$ cat config.mk
export PLATFORM = sky130hd
export DESIGN_NAME = spc_pin_ctrl
export DESIGN_NICKNAME = d
export VERILOG_FILES = /design/src/spc_sync.v /design/src/spc_pin_ctrl.v
export VERILOG_INCLUDE_DIRS = /design/src /design/src/src
export SDC_FILE = /design/constraint.sdc
export NUM_CORES = 1
export LEC_CHECK = 0
export BUFFER_PORTS_ARGS = -buffer_cell sky130_fd_sc_hd__buf_2
export CORE_UTILIZATION = 58
export DETAILED_ROUTE_END_ITERATION = 16
export GPL_TIMING_DRIVEN = 0
export PLACE_DENSITY = 0.89
export SLEW_MARGIN = 20
export SYNTH_ARGS = -nofsm -noshare
export SYNTH_HDL_FRONTEND = slang
export SYNTH_HIERARCHICAL = 1
export SYNTH_SLANG_ARGS = --single-unit
export TNS_END_PERCENT = 5
$ cat constraint.sdc
create_clock -name mclk_in -period 2.4 [get_ports mclk_in]
set_input_delay 0 -clock mclk_in [delete_from_list [all_inputs] [get_ports mclk_in]]
set_output_delay 0 -clock mclk_in [all_outputs]
set_load 0.03 [all_outputs]
$ cat src/spc_map.vh
// Functional notes
// - Match interrupt enable with match flag set raises the interrupt; clear means polling.
// - Bit 6 of control register two is not implemented and reads zero.
// - In slave mode mode-fault enable is ignored; select pin is slave select input.
// - Master with mode-fault enable clear releases select pin to general-purpose use.
// - Master with mode-fault enable set uses select pin as fault input or output.
// - Select output enable one drives select automatically; zero makes it fault input.
// - With pin control zero, the bidirectional output enable affects no pin.
// - In bidirectional mode output enable gates the driver onto the single data pin.
// - Wait-stop bit one stops port clocks in wait mode; zero keeps them running.
// - Pin control zero: master in on MISO, out on MOSI; slave the reverse.
// - Pin control one in master: MISO unused, MOSI input or I/O by output enable.
// - Pin control one in slave: MOSI unused, MISO input or I/O by output enable.
`ifndef SPC_MAP_VH
`define SPC_MAP_VH

// =====================================================================
// Register indices; the byte address is four times the index.
// =====================================================================
`define SPC_IDX_CONTROL_ONE 3'h0
`define SPC_IDX_CONTROL_TWO 3'h1
`define SPC_IDX_DATA        3'h2
`define SPC_IDX_MATCH       3'h3
`define SPC_IDX_IRQ_STATUS  3'h4
`define SPC_IDX_IRQ_MASK    3'h5

// =====================================================================
// Field positions.
// =====================================================================
`define SPC_C1_PORT_ENABLE   0
`define SPC_C1_MASTER_SELECT 1
`define SPC_C1_SELECT_OE     2
`define SPC_C2_MATCH_IRQ_EN  7
`define SPC_C2_UNIMPL        6
`define SPC_C2_MODE_FAULT_EN 4
`define SPC_C2_BIDIR_OE      3
`define SPC_C2_WAIT_STOP     1
`define SPC_C2_PIN_CTRL      0
`define SPC_C2_WRITE_MASK    8'h9B
`define SPC_IRQ_MATCH        0
`define SPC_IRQ_MODE_FAULT   1
`define SPC_IRQ_DONE         2

// =====================================================================
// Reset values and timing counts.
// =====================================================================
`define SPC_C1_RESET       8'h00
`define SPC_C2_RESET       8'h00
`define SPC_MATCH_RESET    8'h00
`define SPC_MASK_RESET     3'h0
`define SPC_SCK_HALF_COUNT 4
`define SPC_BITS_PER_FRAME 4'h8

`endif

$ cat src/spc_sync.v
`timescale 1ns/100ps
`include "spc_map.vh"

// =====================================================================
// Two-stage synchroniser for pin inputs from outside the clock domain.
// =====================================================================
module spc_sync #(
    parameter WIDTH = 4
) (
    input  wire             mclk_in,
    input  wire             rst_n_in,
    input  wire [WIDTH-1:0] async_in,
    output wire [WIDTH-1:0] sync_out
);

    reg [WIDTH-1:0] stage1_reg;
    reg [WIDTH-1:0] stage2_reg;

    // The first stage feeds only the second stage, so metastability settles there.
    always @(posedge mclk_in) begin
        if (!rst_n_in) begin
            stage1_reg <= {WIDTH{1'b0}};
            stage2_reg <= {WIDTH{1'b0}};
        end else begin
            stage1_reg <= async_in;
            stage2_reg <= stage1_reg;
        end
    end

    assign sync_out = stage2_reg;

endmodule

$ cat src/spc_pin_ctrl.v
`timescale 1ns/100ps
`include "spc_map.vh"

// =====================================================================
// Serial port with pin-option control, Avalon-MM register slave.
// =====================================================================
module spc_pin_ctrl #(
    parameter SCK_HALF = `SPC_SCK_HALF_COUNT
) (
    input  wire       mclk_in,
    input  wire       rst_n_in,
    input  wire [4:0] avs_address_in,
    input  wire       avs_read_in,
    input  wire       avs_write_in,
    input  wire [7:0] avs_writedata_in,
    output wire [7:0] avs_readdata_out,
    output wire       avs_waitrequest_out,
    input  wire       wait_mode_in,
    output wire       irq_out,
    output wire       port_clock_run_out,
    output wire       select_owned_out,
    input  wire       sck_in,
    output wire       sck_out,
    output wire       sck_oe_out,
    input  wire       mosi_in,
    output wire       mosi_out,
    output wire       mosi_oe_out,
    input  wire       miso_in,
    output wire       miso_out,
    output wire       miso_oe_out,
    input  wire       ss_n_in,
    output wire       ss_n_out,
    output wire       ss_n_oe_out
);

    // =================================================================
    // Register state.
    // =================================================================
    reg [7:0] control_one_reg;
    reg [7:0] spi_control_two_reg;
    reg [7:0] match_value_reg;
    reg [7:0] rx_data_reg;
    reg [2:0] irq_status_reg;
    reg [2:0] irq_mask_reg;
    reg [7:0] readdata_reg;
    reg       ack_reg;

    // Shifter state.
    reg [7:0] shift_reg;
    reg       rx_bit_reg;
    reg [3:0] bit_cnt_reg;
    reg       busy_reg;
    reg       sck_drive_reg;
    reg [7:0] div_cnt_reg;
    reg       sck_prev_reg;

    wire [3:0] pin_sync;
    wire       sck_s;
    wire       mosi_s;
    wire       miso_s;
    wire       ss_n_s;

    // =================================================================
    // Pin synchronisers.
    // =================================================================
    spc_sync #(
        .WIDTH (4)
    ) u_sync (
        .mclk_in  (mclk_in),
        .rst_n_in (rst_n_in),
        .async_in ({ss_n_in, miso_in, mosi_in, sck_in}),
        .sync_out (pin_sync)
    );

    // Synchronised pins, unpacked in the order they were packed above.
    assign sck_s  = pin_sync[0];
    assign mosi_s = pin_sync[1];
    assign miso_s = pin_sync[2];
    assign ss_n_s = pin_sync[3];

    // =================================================================
    // Field decode.
    // =================================================================
    // Control bits by name; positions that never store have no decode here.
    wire port_en     = control_one_reg[`SPC_C1_PORT_ENABLE];
    wire master_select = control_one_reg[`SPC_C1_MASTER_SELECT];
    wire select_output_enable = control_one_reg[`SPC_C1_SELECT_OE];
    wire match_irq_enable     = spi_control_two_reg[`SPC_C2_MATCH_IRQ_EN];
    wire mode_fault_enable    = spi_control_two_reg[`SPC_C2_MODE_FAULT_EN];
    wire bidir_output_enable  = spi_control_two_reg[`SPC_C2_BIDIR_OE];
    wire wait_clock_stop      = spi_control_two_reg[`SPC_C2_WAIT_STOP];
    wire pin_control_bidir    = spi_control_two_reg[`SPC_C2_PIN_CTRL];

    // Port clocks halt in wait mode only when the wait-stop bit asks for it.
    wire port_run = port_en & ~(wait_clock_stop & wait_mode_in);
    assign port_clock_run_out = port_run;

    // In master mode the select pin is the port's own only with fault enable set.
    wire ss_spi_owned = master_select & mode_fault_enable;
    wire ss_auto_out  = ss_spi_owned & select_output_enable;
    wire fault_input  = ss_spi_owned & ~select_output_enable;
    // Slave mode ignores fault enable: select is always the slave select input.
    wire slave_selected = ~master_select & ~ss_n_s;
    assign select_owned_out = port_en & (~master_select | ss_spi_owned);

    // =================================================================
    // Avalon-MM access: one wait cycle, then the access completes.
    // =================================================================
    wire       req      = avs_read_in | avs_write_in;
    wire       do_write = avs_write_in & ack_reg;
    wire [2:0] idx      = avs_address_in[4:2];
    wire       addr_low_ok = (avs_address_in[1:0] == 2'b00);

    // Waitrequest is combinational, so the first cycle of every request stalls.
    assign avs_waitrequest_out = req & ~ack_reg;
    assign avs_readdata_out    = readdata_reg;

    function sel;
        input [2:0] i;
        input [2:0] target;
        begin
            sel = addr_low_ok && (i == target);
        end
    endfunction

    // Read mux; reserved and unimplemented positions read zero.
    reg [7:0] rd_mux;
    always @* begin
        rd_mux = 8'h00;
        if (sel(idx, `SPC_IDX_CONTROL_ONE)) begin
            rd_mux = {5'h00, control_one_reg[2:0]};
        end else if (sel(idx, `SPC_IDX_CONTROL_TWO)) begin
            rd_mux = spi_control_two_reg & `SPC_C2_WRITE_MASK;
        end else if (sel(idx, `SPC_IDX_DATA)) begin
            rd_mux = rx_data_reg;
        end else if (sel(idx, `SPC_IDX_MATCH)) begin
            rd_mux = match_value_reg;
        end else if (sel(idx, `SPC_IDX_IRQ_STATUS)) begin
            rd_mux = {5'h00, irq_status_reg};
        end else if (sel(idx, `SPC_IDX_IRQ_MASK)) begin
            rd_mux = {5'h00, irq_mask_reg[2:1], match_irq_enable};
        end
    end

    // Acknowledge toggles so each request sees exactly one wait cycle.
    always @(posedge mclk_in) begin
        if (!rst_n_in) begin
            ack_reg      <= 1'b0;
            readdata_reg <= 8'h00;
        end else begin
            ack_reg <= req & ~ack_reg;
            if (avs_read_in && !ack_reg) begin
                readdata_reg <= rd_mux;
            end
        end
    end

    // =================================================================
    // Shifter events.
    // =================================================================
    // Last bit index of a frame; the bit counter restarts after it.
    localparam [3:0] LAST_BIT = `SPC_BITS_PER_FRAME - 4'h1;

    // Link clock edges as seen through the synchroniser, two cycles late.
    wire sck_rise = sck_s & ~sck_prev_reg;
    wire sck_fall = ~sck_s & sck_prev_reg;
    // One-cycle enable pulse every half period of the link clock, SCK_HALF master clocks.
    wire div_tick = (div_cnt_reg == SCK_HALF[7:0] - 8'h01);
    wire data_wr  = do_write & sel(idx, `SPC_IDX_DATA);
    wire start    = data_wr & master_select & port_run & ~busy_reg;

    // Data input pin: normal mode uses the opposite pin, bidir uses the shared one.
    reg din;
    always @* begin
        if (master_select) begin
            din = pin_control_bidir ? mosi_s : miso_s;
        end else begin
            din = pin_control_bidir ? miso_s : mosi_s;
        end
    end

    wire m_sample = busy_reg & master_select & port_run & div_tick & ~sck_drive_reg;
    wire m_shift  = busy_reg & master_select & port_run & div_tick & sck_drive_reg;
    wire s_sample = slave_selected & port_run & sck_rise;
    wire s_shift  = slave_selected & port_run & sck_fall;
    wire sample   = m_sample | s_sample;
    wire frame_done = sample & (bit_cnt_reg == LAST_BIT);
    // A master frame ends on the falling edge that follows its last sample.
    wire m_last     = m_shift & (bit_cnt_reg == 4'h0);
    wire [7:0] rx_byte = {shift_reg[6:0], din};
    wire match_event = frame_done & (rx_byte == match_value_reg);
    // Mode fault: another master pulled select low while we own it as input.
    wire fault_event = port_en & fault_input & ~ss_n_s;

    // Edge history for the sampled link clock.
    always @(posedge mclk_in) begin
        if (!rst_n_in) begin
            sck_prev_reg <= 1'b0;
        end else begin
            sck_prev_reg <= sck_s;
        end
    end

    // Master clock divider; a stopped port holds the count rather than drifting.
    always @(posedge mclk_in) begin
        if (!rst_n_in) begin
            div_cnt_reg <= 8'h00;
        end else if (!busy_reg || start) begin
            div_cnt_reg <= 8'h00;
        end else if (port_run) begin
            div_cnt_reg <= div_tick ? 8'h00 : div_cnt_reg + 8'h01;
        end
    end

    // Shift register, bit counter and master clock state.
    always @(posedge mclk_in) begin
        if (!rst_n_in) begin
            shift_reg     <= 8'h00;
            rx_bit_reg    <= 1'b0;
            bit_cnt_reg   <= 4'h0;
            busy_reg      <= 1'b0;
            sck_drive_reg <= 1'b0;
            rx_data_reg   <= 8'h00;
        end else if (!port_en || fault_event) begin
            busy_reg      <= 1'b0;
            sck_drive_reg <= 1'b0;
            bit_cnt_reg   <= 4'h0;
        end else begin
            if (start || (data_wr && !master_select && !slave_selected)) begin
                shift_reg   <= avs_writedata_in;
                bit_cnt_reg <= 4'h0;
                busy_reg    <= master_select;
            end
            if (!master_select && ss_n_s) begin
                bit_cnt_reg <= 4'h0;
            end
            if (sample) begin
                rx_bit_reg  <= din;
                bit_cnt_reg <= bit_cnt_reg + 4'h1;
            end
            if (frame_done) begin
                rx_data_reg <= rx_byte;
                bit_cnt_reg <= 4'h0;
            end
            if (m_sample) begin
                sck_drive_reg <= 1'b1;
            end
            // The last falling edge of a master frame ends the transfer.
            if (m_shift) begin
                sck_drive_reg <= 1'b0;
                if (bit_cnt_reg == 4'h0) begin
                    busy_reg  <= 1'b0;
                    shift_reg <= rx_data_reg;
                end else begin
                    shift_reg <= {shift_reg[6:0], rx_bit_reg};
                end
            end
            if (s_shift) begin
                shift_reg <= {shift_reg[6:0], rx_bit_reg};
            end
        end
    end

    // =================================================================
    // Control registers. Reserved bits 5 and 2 and bit 6 of control two never store.
    // =================================================================
    always @(posedge mclk_in) begin
        if (!rst_n_in) begin
            control_one_reg     <= `SPC_C1_RESET;
            spi_control_two_reg <= `SPC_C2_RESET;
            match_value_reg     <= `SPC_MATCH_RESET;
            irq_mask_reg        <= `SPC_MASK_RESET;
        end else begin
            if (do_write && sel(idx, `SPC_IDX_CONTROL_ONE)) begin
                control_one_reg <= avs_writedata_in & 8'h07;
            end else if (fault_event) begin
                // A fault drops the port back to slave to avoid bus contention.
                control_one_reg[`SPC_C1_MASTER_SELECT] <= 1'b0;
            end
            if (do_write && sel(idx, `SPC_IDX_CONTROL_TWO)) begin
                // Writes to bits 5 and 2 are expected not to happen; they are discarded.
                spi_control_two_reg <= avs_writedata_in & `SPC_C2_WRITE_MASK;
            end else if (do_write && sel(idx, `SPC_IDX_IRQ_MASK)) begin
                spi_control_two_reg[`SPC_C2_MATCH_IRQ_EN] <= avs_writedata_in[`SPC_IRQ_MATCH];
            end
            if (do_write && sel(idx, `SPC_IDX_MATCH)) begin
                match_value_reg <= avs_writedata_in;
            end
            // Mask bit 0 is stored but unused; readback and the line both use control two's enable.
            if (do_write && sel(idx, `SPC_IDX_IRQ_MASK)) begin
                irq_mask_reg <= avs_writedata_in[2:0];
            end
        end
    end

    // =================================================================
    // Sticky status, write one to clear; a new event wins over the clear.
    // =================================================================
    // A slave frame is done at its eighth sample, a master one at its last falling edge.
    wire       done_event = m_last | (frame_done & ~master_select);
    wire [2:0] events     = {done_event, fault_event, match_event};
    // Only a write to the status word carries ones to clear.
    wire [2:0] w1c        = (do_write && sel(idx, `SPC_IDX_IRQ_STATUS)) ? avs_writedata_in[2:0] : 3'h0;

    // The set term is applied after the clear, so an event in the clear cycle survives.
    always @(posedge mclk_in) begin
        if (!rst_n_in) begin
            irq_status_reg <= 3'h0;
        end else begin
            irq_status_reg <= (irq_status_reg & ~w1c) | events;
        end
    end

    // Match flag reaches the line only through its own enable bit.
    assign irq_out = (match_irq_enable & irq_status_reg[`SPC_IRQ_MATCH]) |
                     |(irq_mask_reg[2:1] & irq_status_reg[2:1]);

    // =================================================================
    // Pin drivers.
    // =================================================================
    // The shifter's top bit is the outgoing data bit in either role.
    wire tx_bit = shift_reg[7];

    // Master drives the clock; a slave leaves it as an input.
    assign sck_out    = sck_drive_reg;
    assign sck_oe_out = port_en & master_select;

    // Master MOSI: always output in normal mode, gated by output enable in bidir.
    assign mosi_out    = tx_bit;
    assign mosi_oe_out = port_en & master_select &
                         (pin_control_bidir ? bidir_output_enable : 1'b1);

    // Slave MISO: drives while selected; in bidir, only when output enable is set.
    assign miso_out    = tx_bit;
    assign miso_oe_out = port_en & slave_selected &
                         (pin_control_bidir ? bidir_output_enable : 1'b1);

    // Automatic select goes low for the whole master frame.
    assign ss_n_out    = ~busy_reg;
    assign ss_n_oe_out = port_en & ss_auto_out;

endmodule

After elaboration in Yosys (flattened, before gate mapping):

Cells that the tools add are included.

* register bits: 71
* input bits: 22
* word-level logic and storage cells: 148

* add/sub/neg operators: 2
* equal/unequal tests: 8
* muxes and demuxes: 26
* bitwise gates (word level): 55
* reductions and logical operators: 38

Operators with widths (number)
* $mux W8: 9
* $and A1 B1 Y1: 35
* $logic_and A1 B1 Y1: 15
* $mux W4: 3
* $mux W1: 11
* $not A1 Y1: 11
* $mux W3: 3
* $add A8 B1 Y8 const B: 1
* $eq A8 B2 Y1 const B: 1
* $eq A8 B8 Y1: 1
* $eq A3 B2 Y1 const B: 2
* $eq A3 B3 Y1 const B: 2
* $reduce_and A2 Y1: 3
* $reduce_bool A3 Y1: 2
* $reduce_or A2 Y1: 3
* $reduce_or A3 Y1: 2
* $logic_not A1 Y1: 5
* $or A1 B1 Y1: 5
* $add A4 B1 Y4 const B: 1
* $eq A4 B3 Y1 const B: 1
* $logic_not A4 Y1: 1
* $reduce_bool A2 Y1: 2
* $and A3 B3 Y3: 1
* $eq A3 B1 Y1 const B: 1
* other kinds (6): 8

Depth between registers and ports, before layout:

Gate-level depths: netlist (run 1).

* word-level depth: 11
* mapped depth: 8
* gate-level depth less buffers: 7

Modules after synthesis:

The synthesis (run 1) kept the hierarchy.

By module, submodules not included
* spc_pin_ctrl: instances 1, cells each 405, area each 3375.7 um^2, seq. area each 1241.2 um^2
* spc_sync: instances 1, cells each 16, area each 210.2 um^2, seq. area each 160.2 um^2

Worst setup path before layout (run 1):

Ideal clock, no wire load.

* path kind: register -> register
* start point: register control_one_reg[0]
* end point: register shift_reg[0]
* setup time: 143 ps
* arrival: 2147 ps
* slack: 110 ps
* stages on the path, launching flop included: 7
* clock period less this slack: 2290 ps
* cells stage by stage: dfxtp_1 -> a21boi_2 -> nand3_1 -> or2_2 -> clkbuf_1 -> a311oi_1 -> o221ai_1

* longest elaborated chain between the ends: 6

RTL lines
* from (decl): line spc_pin_ctrl.v:39 `reg [7:0] control_one_reg;`
* from (signal assigned): line spc_pin_ctrl.v:269 `` control_one_reg <= `SPC_C1_RESET; ``
* from (signal assigned): line spc_pin_ctrl.v:275 `control_one_reg <= avs_writedata_in & 8'h07;`
* $and A1 B1 Y1 (*): line spc_pin_ctrl.v:95 `wire port_run = port_en & ~(wait_clock_stop & wait_mode_in);`
* net port_clock_run_out: line spc_pin_ctrl.v:20 `output wire port_clock_run_out,`
* $and A1 B1 Y1, on equally long branches (2 in a row): line spc_pin_ctrl.v:183, spc_pin_ctrl.v:170
* $and A1 B1 Y1 or $logic_or A1 B1 Y1 (tied branches): line spc_pin_ctrl.v:183, spc_pin_ctrl.v:229
* $reduce_bool A3 Y1 (no source line) or $mux W8 (tied branches)
* $reduce_and A2 Y1 (no source line) or $mux W8 (tied branches)
* to (signal assigned): line spc_pin_ctrl.v:230 `shift_reg <= avs_writedata_in;`
* to (signal assigned): line spc_pin_ctrl.v:253 `shift_reg <= rx_data_reg;`
* to (signal assigned): line spc_pin_ctrl.v:255 `shift_reg <= {shift_reg[6:0], rx_bit_reg};`
* to (decl): line spc_pin_ctrl.v:49 `reg [7:0] shift_reg;`

The timed path passes the listed nets; every way through them passes the cells marked *.
A chain may end at the register's enable or synchronous reset.

Worst setup path after layout (run 1):

* start point: register control_one_reg[0]
* end point: register shift_reg[0]

* longest elaborated chain between the ends: 6

RTL lines (line)
* $and A1 B1 Y1: spc_pin_ctrl.v:95
* $and A1 B1 Y1, on equally long branches (2 in a row): spc_pin_ctrl.v:183, spc_pin_ctrl.v:170
* $and A1 B1 Y1 or $logic_or A1 B1 Y1 (tied branches): spc_pin_ctrl.v:183, spc_pin_ctrl.v:229
* $reduce_bool A3 Y1 (no source line) or $mux W8 (tied branches)
* $reduce_and A2 Y1 (no source line) or $mux W8 (tied branches)

Parallel ways exist; a longest one is shown, timed or not.

==> impl.org, run 1 <==
** Critical path
- Worst endpoint data arrival time :: around 2600 ps
- Setup CP Type :: flop to flop
- Worst Path Max Fanout :: 8
- Worst Reg2Reg Path Length in Cells :: 7
- STA puts the critical path data required time at around 2600 ps.
- Type of origin of the critical path :: flop
- Critical Path End Type :: flop

** Timing
- Setup violations remaining at the end of the flow were counted as 0.
- For the pin with the worst max-slew slack, the measured transition is roughly 660 ps.
- The tightest hold path in the finished design has a slack of between 60 and 70 ps.
- Slew HR :: 55.8%
- Setup slack closes at roughly 14 ps.
- Setup repair after global routing missed its margin :: true
- Total Negative Setup Slacks :: 0 ps
- Between clock sinks in the finished design, the worst skew comes to about 8 ps.
- The count of pins over their slew limit is 0.
- Fin. Hold Viols :: 0
- Subtracting the final worst setup slack from the clock period gives around 2400 ps.
- Share of the clock period used by the worst path after layout :: just under 100%
- Fmax :: roughly 0.42 GHz

** Detailed routing
- Vias per cell :: between 6 and 7
- Once detail routing completed, the nets flagged for antenna violations numbered 0.
- In the routed design, unresolved DRC markers number 0.
- The first detailed-routing pass took 5 iterations.
- The final layout contains routed wiring with a total length of 9740 um.
- For this block, the initial DRC count from the detailed router was a little under 400.
- Dividing the detail-routed wire length by the instance count gives between 15 and 20 um.
- Count of vias placed by the detailed router :: between 3,000 and 4,000

** Floorplan
- In this run the core area contains 28 standard-cell rows.
- Die W :: 80.6 um
- 42 I/O pins were placed.
- Die Y :: about 80 um
- The die covers between 6000 and 7000 sq um.
- Starting density of the core :: approximately 60%
- After floorplanning, the core was sized to cover 5960 sq um.

** Placement
- Once detailed placement completed, the half-perimeter wirelength came to roughly 7000 um.
- Quantity of I/O buffers inserted on ports :: 40
- Final estimated routing congestion in global placement :: a little under 1
- Once placement finished, the instance area stood at just under 4000 sq um.
- Timing analysis after detailed placement gives a worst setup slack of -119 ps.
- Number of cells after detailed placement :: 536

** Power and ir drop
- Cell Pwr Density :: between 500 and 600 nW/um^2
- Max VDD drop :: 0.000412 V
- P_leak :: approximately 1.6 nW

** Cells and area
- Count of placed standard cells in the final layout, fillers left out :: between 500 and 600
- Fillcell total :: 460
- Layout cells sized above 1 :: around 17%
- Leaving out fill and tap cells, the most frequent cell in the layout is sky130_fd_sc_hd__dfxtp_1.
- The final layout contains approximately 520 nets.
- Highest-count cells in the layout ignoring fill and taps :: sky130_fd_sc_hd__dfxtp_1, sky130_fd_sc_hd__buf_2, sky130_fd_sc_hd__nand2_1, sky130_fd_sc_hd__nor2_1
- The number of antenna diodes in the final layout is 0.
- Once layout is done, the placed cells without fillers occupy 4270 sq um.
- Relative to the synthesized area, the layout overhead comes to 19.2%.

** Synth
- Flip-flop cell with the highest count after synthesis :: sky130_fd_sc_hd__dfxtp_1
- Area share of fa/ha/maj cells after synthesis :: approximately 1.0%
- The synthesized netlist devotes 24.0% of its cell area to simple gates.
- The cell count after synthesis came out at 421.
- Summing the areas of all compound-gate instances in the mapped netlist gives a little under a fifth of the synthesized area.
- Ranking of synthesized cells by area :: sky130_fd_sc_hd__dfxtp_1, sky130_fd_sc_hd__mux2i_1, sky130_fd_sc_hd__nand2_1
- In this run, distinct cell masters in the synthesized netlist total 53.
- After synthesis the netlist holds a flip-flop and latch count of 70.
- The largest total area in the synthesized netlist belongs to sky130_fd_sc_hd__dfxtp_1.
- Async set or reset register ratio after synthesis :: 0%
- The share of the Yosys chip area taken by registers is around 39%.
- Yosys mapped a number of flops with a built-in enable equal to 0.
- The mapped netlist covers approximately 3600 sq um.
- The average instance in the mapped netlist occupies about 8.5 sq um.
- In the synthesized netlist, mux cells make up between 8 and 9% of the area.
- Synthesis warning total :: 6
- Proportion of netlist area held by the largest area contributor :: 39.1%
- Xor-xnor portion of the synthesized cell area :: between 3 and 4%
- When the netlist entered floorplanning its net count stood at around 450.
- Dominant combinational cell family by area after synthesis :: simple AND/OR/NAND/NOR gates

** Clocking
- CTS placed an instance of sky130_fd_sc_hd__clkbuf_8 at the clock tree root.
- Clock latency of the later-clocked register in the worst-skew pair :: between 300 and 400 ps
- In this run the number of H-tree levels came out at 3.
- For this design, the sink count on the clock tree is 70.
- Clock tree from TritonCTS :: built
- TritonCTS created 9 clock buffers.
- The clock passes through at most 2 buffers.
- Clock input transition at the sequential cells of the worst setup and hold paths :: ~80 ps

** Global routing
- The via count of the first global-routing pass is around 3,300.
- Wire length of the first global-routing pass :: 15,300 um
- The initial antenna violation count is 0.
- For this run the aggregate overflow at the end of global routing stands at 0.
- Aggregate global-route resource usage :: between 30 and 40%
- Entering global routing, the biggest net connects 12 pins.

** Run status
- The flow ran to the end, and the final reports show no timing, DRC or antenna violations.

** Run
- The tool flagged a number of max-cap violations equal to 0.

** Worst hold path
- The tightest min-delay check is of the primary input to flop type.
- Worst Hold Path Cells :: 4
kinds of logic (layout without fill, tap and decap cells):
| family | Yosys count | count (layout) |
|---|---|---|
| XOR/XNOR | 16 | 16 |
| AO/OA/AOI/OAI | 96 | 96 |
| multiplexers | 28 | 28 |
| adder cells (fa/ha/maj) | 3 | 3 |
| AND/OR/NAND/NOR | 165 | 165 |
| buffers and inverters | 43 | 117 |
| flip-flops | 70 | 70 |
what timing repair did:
item / CTS / global route
setup buffers: 0 / 1
gates resized for setup: 6 / 3
hold buffers: 19 / 0
hold endpoints to repair: 23 / 0
pin swaps: 1 / 1
setup endpoints to repair: 19 / 18
power breakdown:
group | total (mW) | switching, mW | internal (mW)
combinational | 0.238 | 0.135 | 0.103
sequential | 1.23 | 0.0376 | 1.20
clock | 0.798 | 0.437 | 0.362
synthesized netlist by cell type (all sizes together), types with 2 or more instances:
cell    instances
nand4           7
nor2b           7
a21oi          23
nand2          39
mux2            4
or3b            5
nand3          14
nand2b          4
and2           11
o221ai          8
a21boi          3
a221oi          2
xnor2           6
or2             3
o32ai           8
a311oi          9
mux2i          23
nand3b          3
buf             3
nor2           36
dfxtp          70
o211ai          2
inv            16
o21ai          19
o311ai          8
nor3           11
xor2           10
nor4           12
a31oi           3
or3             4
a22oi           3
clkbuf         24
a211oi          2
ha              3
or4b            3
and3            3
worst max-delay path, cell delays in order, from the launching register on:
cell	delay, ps
sky130_fd_sc_hd__dfxtp_2	410
sky130_fd_sc_hd__or3b_1	410
sky130_fd_sc_hd__or3_1	360
sky130_fd_sc_hd__clkbuf_1	210
sky130_fd_sc_hd__o21ai_0	210
sky130_fd_sc_hd__or2_2	190
sky130_fd_sc_hd__clkbuf_1	290
sky130_fd_sc_hd__o221ai_1	180
metrics by stage:
step / power, mW / utilization, %
6_report: 2.27 / 71.8
5_1_grt: 2.35 / 71.8
4_1_cts: 2.27 / 71.2
3_5_place_dp: 1.47 / 65.1
3_3_place_gp: 1.46 / 65.1
2_1_floorplan: 1.39 / -
final timing paths:
path | from | end | slack [ps]
worst min register to register | u_sync/stage1_reg[3]$_SDFF_PN0_ | u_sync/sync_out[3]$_SDFF_PN0_ | 440
worst max-delay path | control_one_reg[0]$_SDFFE_PN0P_ | shift_reg[0]$_SDFFE_PN0P_ | 10
worst max register to register | control_one_reg[0]$_SDFFE_PN0P_ | shift_reg[0]$_SDFFE_PN0P_ | 10
worst min-delay path | avs_address_in[0] | avs_readdata_out[0]$_SDFFE_PN0P_ | 60
layer usage:
layer	track usage [%]	wire, um	part of all wire [%]	up-vias
met3	7.61	829	8.5	36
met5	0	0	0	-
met4	13.0	269	2.8	0
met1	38.3	4040	42	1727
li1	-	-	-	1691
met2	50.3	4600	47	185
area by class of cell:
class / instances / area [sq um] / area share [%]
timing repair buffer: 60 / 410 / 9.60
inverter: 16 / 60.1 / 1.41
clock buffer: 10 / 128 / 2.99
clock inverter: 5 / 27.5 / 0.644
sequential: 70 / 1400 / 32.8
tap: 75 / 93.8 / 2.20
buffer: 26 / 110 / 2.58
multi-input combinational: 308 / 2040 / 47.8
No activity file was read; power rests on OpenSTA's default activity.
==> run 2: changes to the inputs <==
- ABC_AREA: not set -> 1
- clock period: 2.4 -> 2.55 ns (I/O delays scaled with it)
==> run 2 against run 1 <==
Effect of this change: utilization down 0.71 points; via count grew 2.7%; area after synthesis up 0.80%; cell area is 1.0% lower; cell count increased by 21%; largest power group unchanged; highest routed layer unchanged.
==> impl.org, run 2 <==
** Synth
- The most common cell in the synthesized netlist is sky130_fd_sc_hd__nand2_1.
- Average instance area after synthesis :: 6.66 sq um (-22%)
- By count the netlist is led by sky130_fd_sc_hd__nand2_1, sky130_fd_sc_hd__nor2_1, sky130_fd_sc_hd__dfxtp_1, sky130_fd_sc_hd__inv_1, sky130_fd_sc_hd__a21oi_1.
- For this run, the leading register cell type out of synthesis is sky130_fd_sc_hd__dfxtp_1.
- Synthesis-stage register bit count :: 70 (unchanged)
- Async set or reset register ratio after synthesis :: 0% (unchanged)
- The net count after synthesis came to 568 (+27%).
- The share of the yosys chip area belonging to registers was 38.8% (-0.31 points).
- After synthesis, the cell types taking the most area are sky130_fd_sc_hd__dfxtp_1, sky130_fd_sc_hd__nand2_1, sky130_fd_sc_hd__nor2_1.
- Proportion of netlist area held by the largest area contributor :: 38.8% (-0.31 points)
- Synthesis warning total :: 6 (unchanged)
- Post-synth top area cell :: sky130_fd_sc_hd__dfxtp_1
- EDFF count, synth :: 0 (unchanged)
- Post-Syn Area :: 3610 sq um (+0.80%)
- The synthesized netlist cell count came to 543 (+29%).
- The number of unique standard cell types used by synthesis was 35 (-34%).

** Detailed routing
- The wire length per cell after detailed routing came to 13.9 um (-19%).
- Post-route DRC violation count :: 0 (unchanged)
- Vias per cell :: 5.44 (-15%)
- Count of nets left with antenna violations after detail routing :: 0 (unchanged)
- The starting DRC count in detailed routing is 449 (+13%).
- Iteration count of the initial detailed-routing pass :: 6 (+1)
- The aggregate routed wire length was 9570 um (-1.8%).
- The number of vias in the routed layout came to 3,736 (+2.7%).

** Critical path
- The worst setup path is launched from a flop.
- The critical path data arrival time was 2120 ps (-470 ps).
- STA classifies the critical path endpoint as a flop.
- Walking the worst path, the cells encountered are inv_1 > ha_1 > nand2_1 > clkbuf_1 > o21ai_0 > nand2_1 > a21oi_1 > nor2_1 > nor2_1.
- The largest fanout of any net on the critical path was 10 (+2).
- By startpoint and endpoint, the worst setup path is classified as flop to flop.
- The worst-case register-to-register setup slack came to 690 ps (+670 ps).
- The data required time of the worst path was 2810 ps (+200 ps).
- Source of the worst register-to-register timing path :: bit_cnt_reg[0]$_SDFFE_PP0P_
- The worst reg2reg path depth was 9 (+2).
- Delay contributed by the slowest stage of the critical path :: 400 ps (about the same)
- On the critical path, the stage with the largest delay is an instance of sky130_fd_sc_hd__clkbuf_1.
- Count of buffering cells on the critical path with inverters included :: 2 (unchanged)
- The endpoint identified for the worst register-to-register timing path is shift_reg[1]$_SDFFE_PN0P_.
- On the critical path the largest part of the delay comes from simple AND/OR/NAND/NOR gates.
- Number of stages on the worst setup path :: 9 (+2)

** Worst hold path
- Worst Hold Path Cells :: 3 (-1)
- Worst min-delay path category :: primary input to flop
- For hold timing, the worst endpoint is control_one_reg[0]$_SDFFE_PN0P_.
- The startpoint identified for the worst hold timing path is avs_writedata_in[0].

** Floorplan
- Core region area :: 5960 sq um (unchanged)
- The initial cell density of the core was 60.7% (+0.48 points).
- Die W :: 80.9 um (+0.39%)
- The area of the die is 6550 sq um (+0.78%).
- The number of core rows was 28 (unchanged).
- Die Y :: 80.9 um (+0.39%)
- Number of I/O pins :: 42 (unchanged)

** Global routing
- Number of global-route vias before repair :: 3,429 (+4.1%)
- Total congestion overflow :: 0 (unchanged)
- The global-route wire length before repair is 15,400 um (+0.36%).
- The pin count of the biggest net entering global routing was 12 (unchanged).
- The initial antenna violation count was 0 (unchanged).
- The total routing usage reported by global routing is 31.1% (+0.24 points).

** Timing
- Final setup fails :: 0 (unchanged)
- The minimum period implied by the final worst setup slack is 1860 ps (-522 ps).
- Worst Hold Margin :: 14.4 ps (-45.8 ps)
- Setup repair after global routing left no endpoint under its margin.
- The post-route clock skew is 11.8 ps (+3.79 ps).
- The count of pins over their slew limit is 0 (unchanged).
- Fmax :: 0.536 GHz (+28%)
- Share of the clock period used by the worst path after layout :: 73.1% (-26 points)
- The summed negative setup slack over all endpoints was 0 ps (unchanged).
- Slew of the pin with the lowest slew margin :: 513 ps (-146 ps)
- The hold violation count in the final report came to 0 (unchanged).
- Slew HR :: 65.8% (+9.9 points)

** Run
- The number of maximum-capacitance constraint violations came to 0 (unchanged).

** Clocking
- The clock-pin slew of the registers on the worst-case setup and hold paths is 80 ps (about the same).
- Clock tree from TritonCTS :: built
- Maximum number of buffers from clock root to sink :: 2 (unchanged)
- The source-to-sink clock delay at the later pin of the worst-skew pair is 360 ps (about the same).
- The post-cts repair resize count was 0 (-6).
- The number of clock sinks is 70 (unchanged).
- The total clock buffers created by CTS is 9 (unchanged).
- The number of levels in the clock H-tree is 3 (unchanged).
- In this run the clock root is driven by a sky130_fd_sc_hd__clkbuf_8.

** Power and ir drop
- The leakage power of the design was 1.97 nW (+26%).
- Cell Pwr Density :: 505 nW/um^2 (-4.9%)
- The worst-case vdd ir drop was 0.000405 V (-1.5%).

** Cells and area
- The number of antenna diodes was 0 (unchanged).
- The combined flip-flop and latch cell area is 1400 sq um (about the same).
- The share of post-route cells with drive strength above 1 is 14.9% (-1.9 points).
- The library cell used most frequently in the layout, excluding fill and tap cells, is sky130_fd_sc_hd__nand2_1.
- The area occupied by multi-input gates is 1850 sq um (-9.6%).
- Highest-count cells in the layout ignoring fill and taps :: sky130_fd_sc_hd__nand2_1, sky130_fd_sc_hd__nor2_1, sky130_fd_sc_hd__inv_1, sky130_fd_sc_hd__dfxtp_1, sky130_fd_sc_hd__a21oi_1
- The post-route cell area came to 4230 sq um (-1.0%).
- Relative to the synthesized area, the layout overhead comes to 17.1%.
- Total Nets Final :: 633 (+23%)
- Fillcell total :: 505 (+9.8%)

** Placement
- Detailed placement HPWL :: 7000 um (+1.6%)
- The total cell area at the placement stage was 3910 sq um (+0.87%).
- Quantity of I/O buffers inserted on ports :: 41 (+2.5%)
- The routability-driven placement congestion ratio was 0.941 (-2.7%).

** Run status
- Status :: completed
[run 2: cell types whose count changed in the layout (fill, tap and decap cells not counted), sizes merged, moves of 9 or more]
cell,change
a21oi,+27
a311oi,-9
and2,-11
clkbuf,-19
inv,+57
mux2i,-23
nand2,+109
nand3,+15
nor2,+44
nor4,-12
o21ai,+17
[run 2: worst reg2reg max path: stages (launching register included)]
cell,delay [ps]
sky130_fd_sc_hd__dfxtp_1,370
sky130_fd_sc_hd__inv_1,70
sky130_fd_sc_hd__ha_1,220
sky130_fd_sc_hd__nand2_1,260
sky130_fd_sc_hd__clkbuf_1,400
sky130_fd_sc_hd__o21ai_0,150
sky130_fd_sc_hd__nand2_1,100
sky130_fd_sc_hd__a21oi_1,60
sky130_fd_sc_hd__nor2_1,90
sky130_fd_sc_hd__nor2_1,40
[run 2: area by class of cell]
cell class | instances | area share (%)
inverters | 74 | 6.59
clock buffers | 10 | 3.25
flip-flops and latches | 70 | 33.1
well taps | 75 | 2.22
multi-input cells | 386 | 43.6
clock inverters | 5 | 1.18
plain buffers | 13 | 2.07
repair buffers | 54 | 7.92
[run 2: cell families after synthesis]
logic type	after synthesis	synth area share, %
compound gates	101	14.9
xor+xnor	6	1.45
fa+ha+maj	3	1.04
buf+inv	87	10.1
flops	70	38.8
simple gates	276	33.7
[run 2: how the worst max path moves through the flow]
stage,to,startpoint,slack [ps]
6_report,shift_reg[1]$_SDFFE_PN0P_,bit_cnt_reg[0]$_SDFFE_PP0P_,690
4_1_cts,shift_reg[1]$_SDFFE_PN0P_,bit_cnt_reg[0]$_SDFFE_PP0P_,750
3_3_place_gp,shift_reg[3]$_SDFFE_PN0P_,bit_cnt_reg[0]$_SDFFE_PP0P_,840
5_1_grt,shift_reg[1]$_SDFFE_PN0P_,bit_cnt_reg[0]$_SDFFE_PP0P_,560
2_1_floorplan,div_cnt_reg[6]$_SDFFE_PP0P_,control_one_reg[0]$_SDFFE_PN0P_,1000
3_5_place_dp,shift_reg[1]$_SDFFE_PN0P_,bit_cnt_reg[0]$_SDFFE_PP0P_,760
[run 2: layer usage]
layer | vias up | part of all wire (%) | track usage, %
li1 | 1855 | - | -
met4 | 0 | 3.0 | 15.5
met5 | - | 0 | 0
met2 | 175 | 47 | 52.1
met1 | 1681 | 42 | 38.5
met3 | 25 | 8.1 | 4.94
[run 2: what timing repair did]
| action | in CTS | in global routing |
|---|---|---|
| endpoints found under the setup margin | 0 | 0 |
| hold endpoints to repair | 15 | 0 |
| hold buffers | 13 | 0 |
| buffers inserted | 0 | 0 |
[run 2: through the flow]
stage               util, %  instances  power (mW)  worst slack (ps)
global route           71.1        687        2.19               556
CTS                    71.1        687        2.13               752
detailed placement     65.7        659        1.25               758
floorplan                 -        543        1.20               996
global placement       65.7        659        1.25               840
finish                 71.1        687        2.14               686
[run 2: power breakdown]
part           switching [mW]  internal, mW  total [mW]
clock                   0.426         0.466       0.893
sequential            0.00539          1.10        1.11
combinational          0.0843        0.0515       0.136
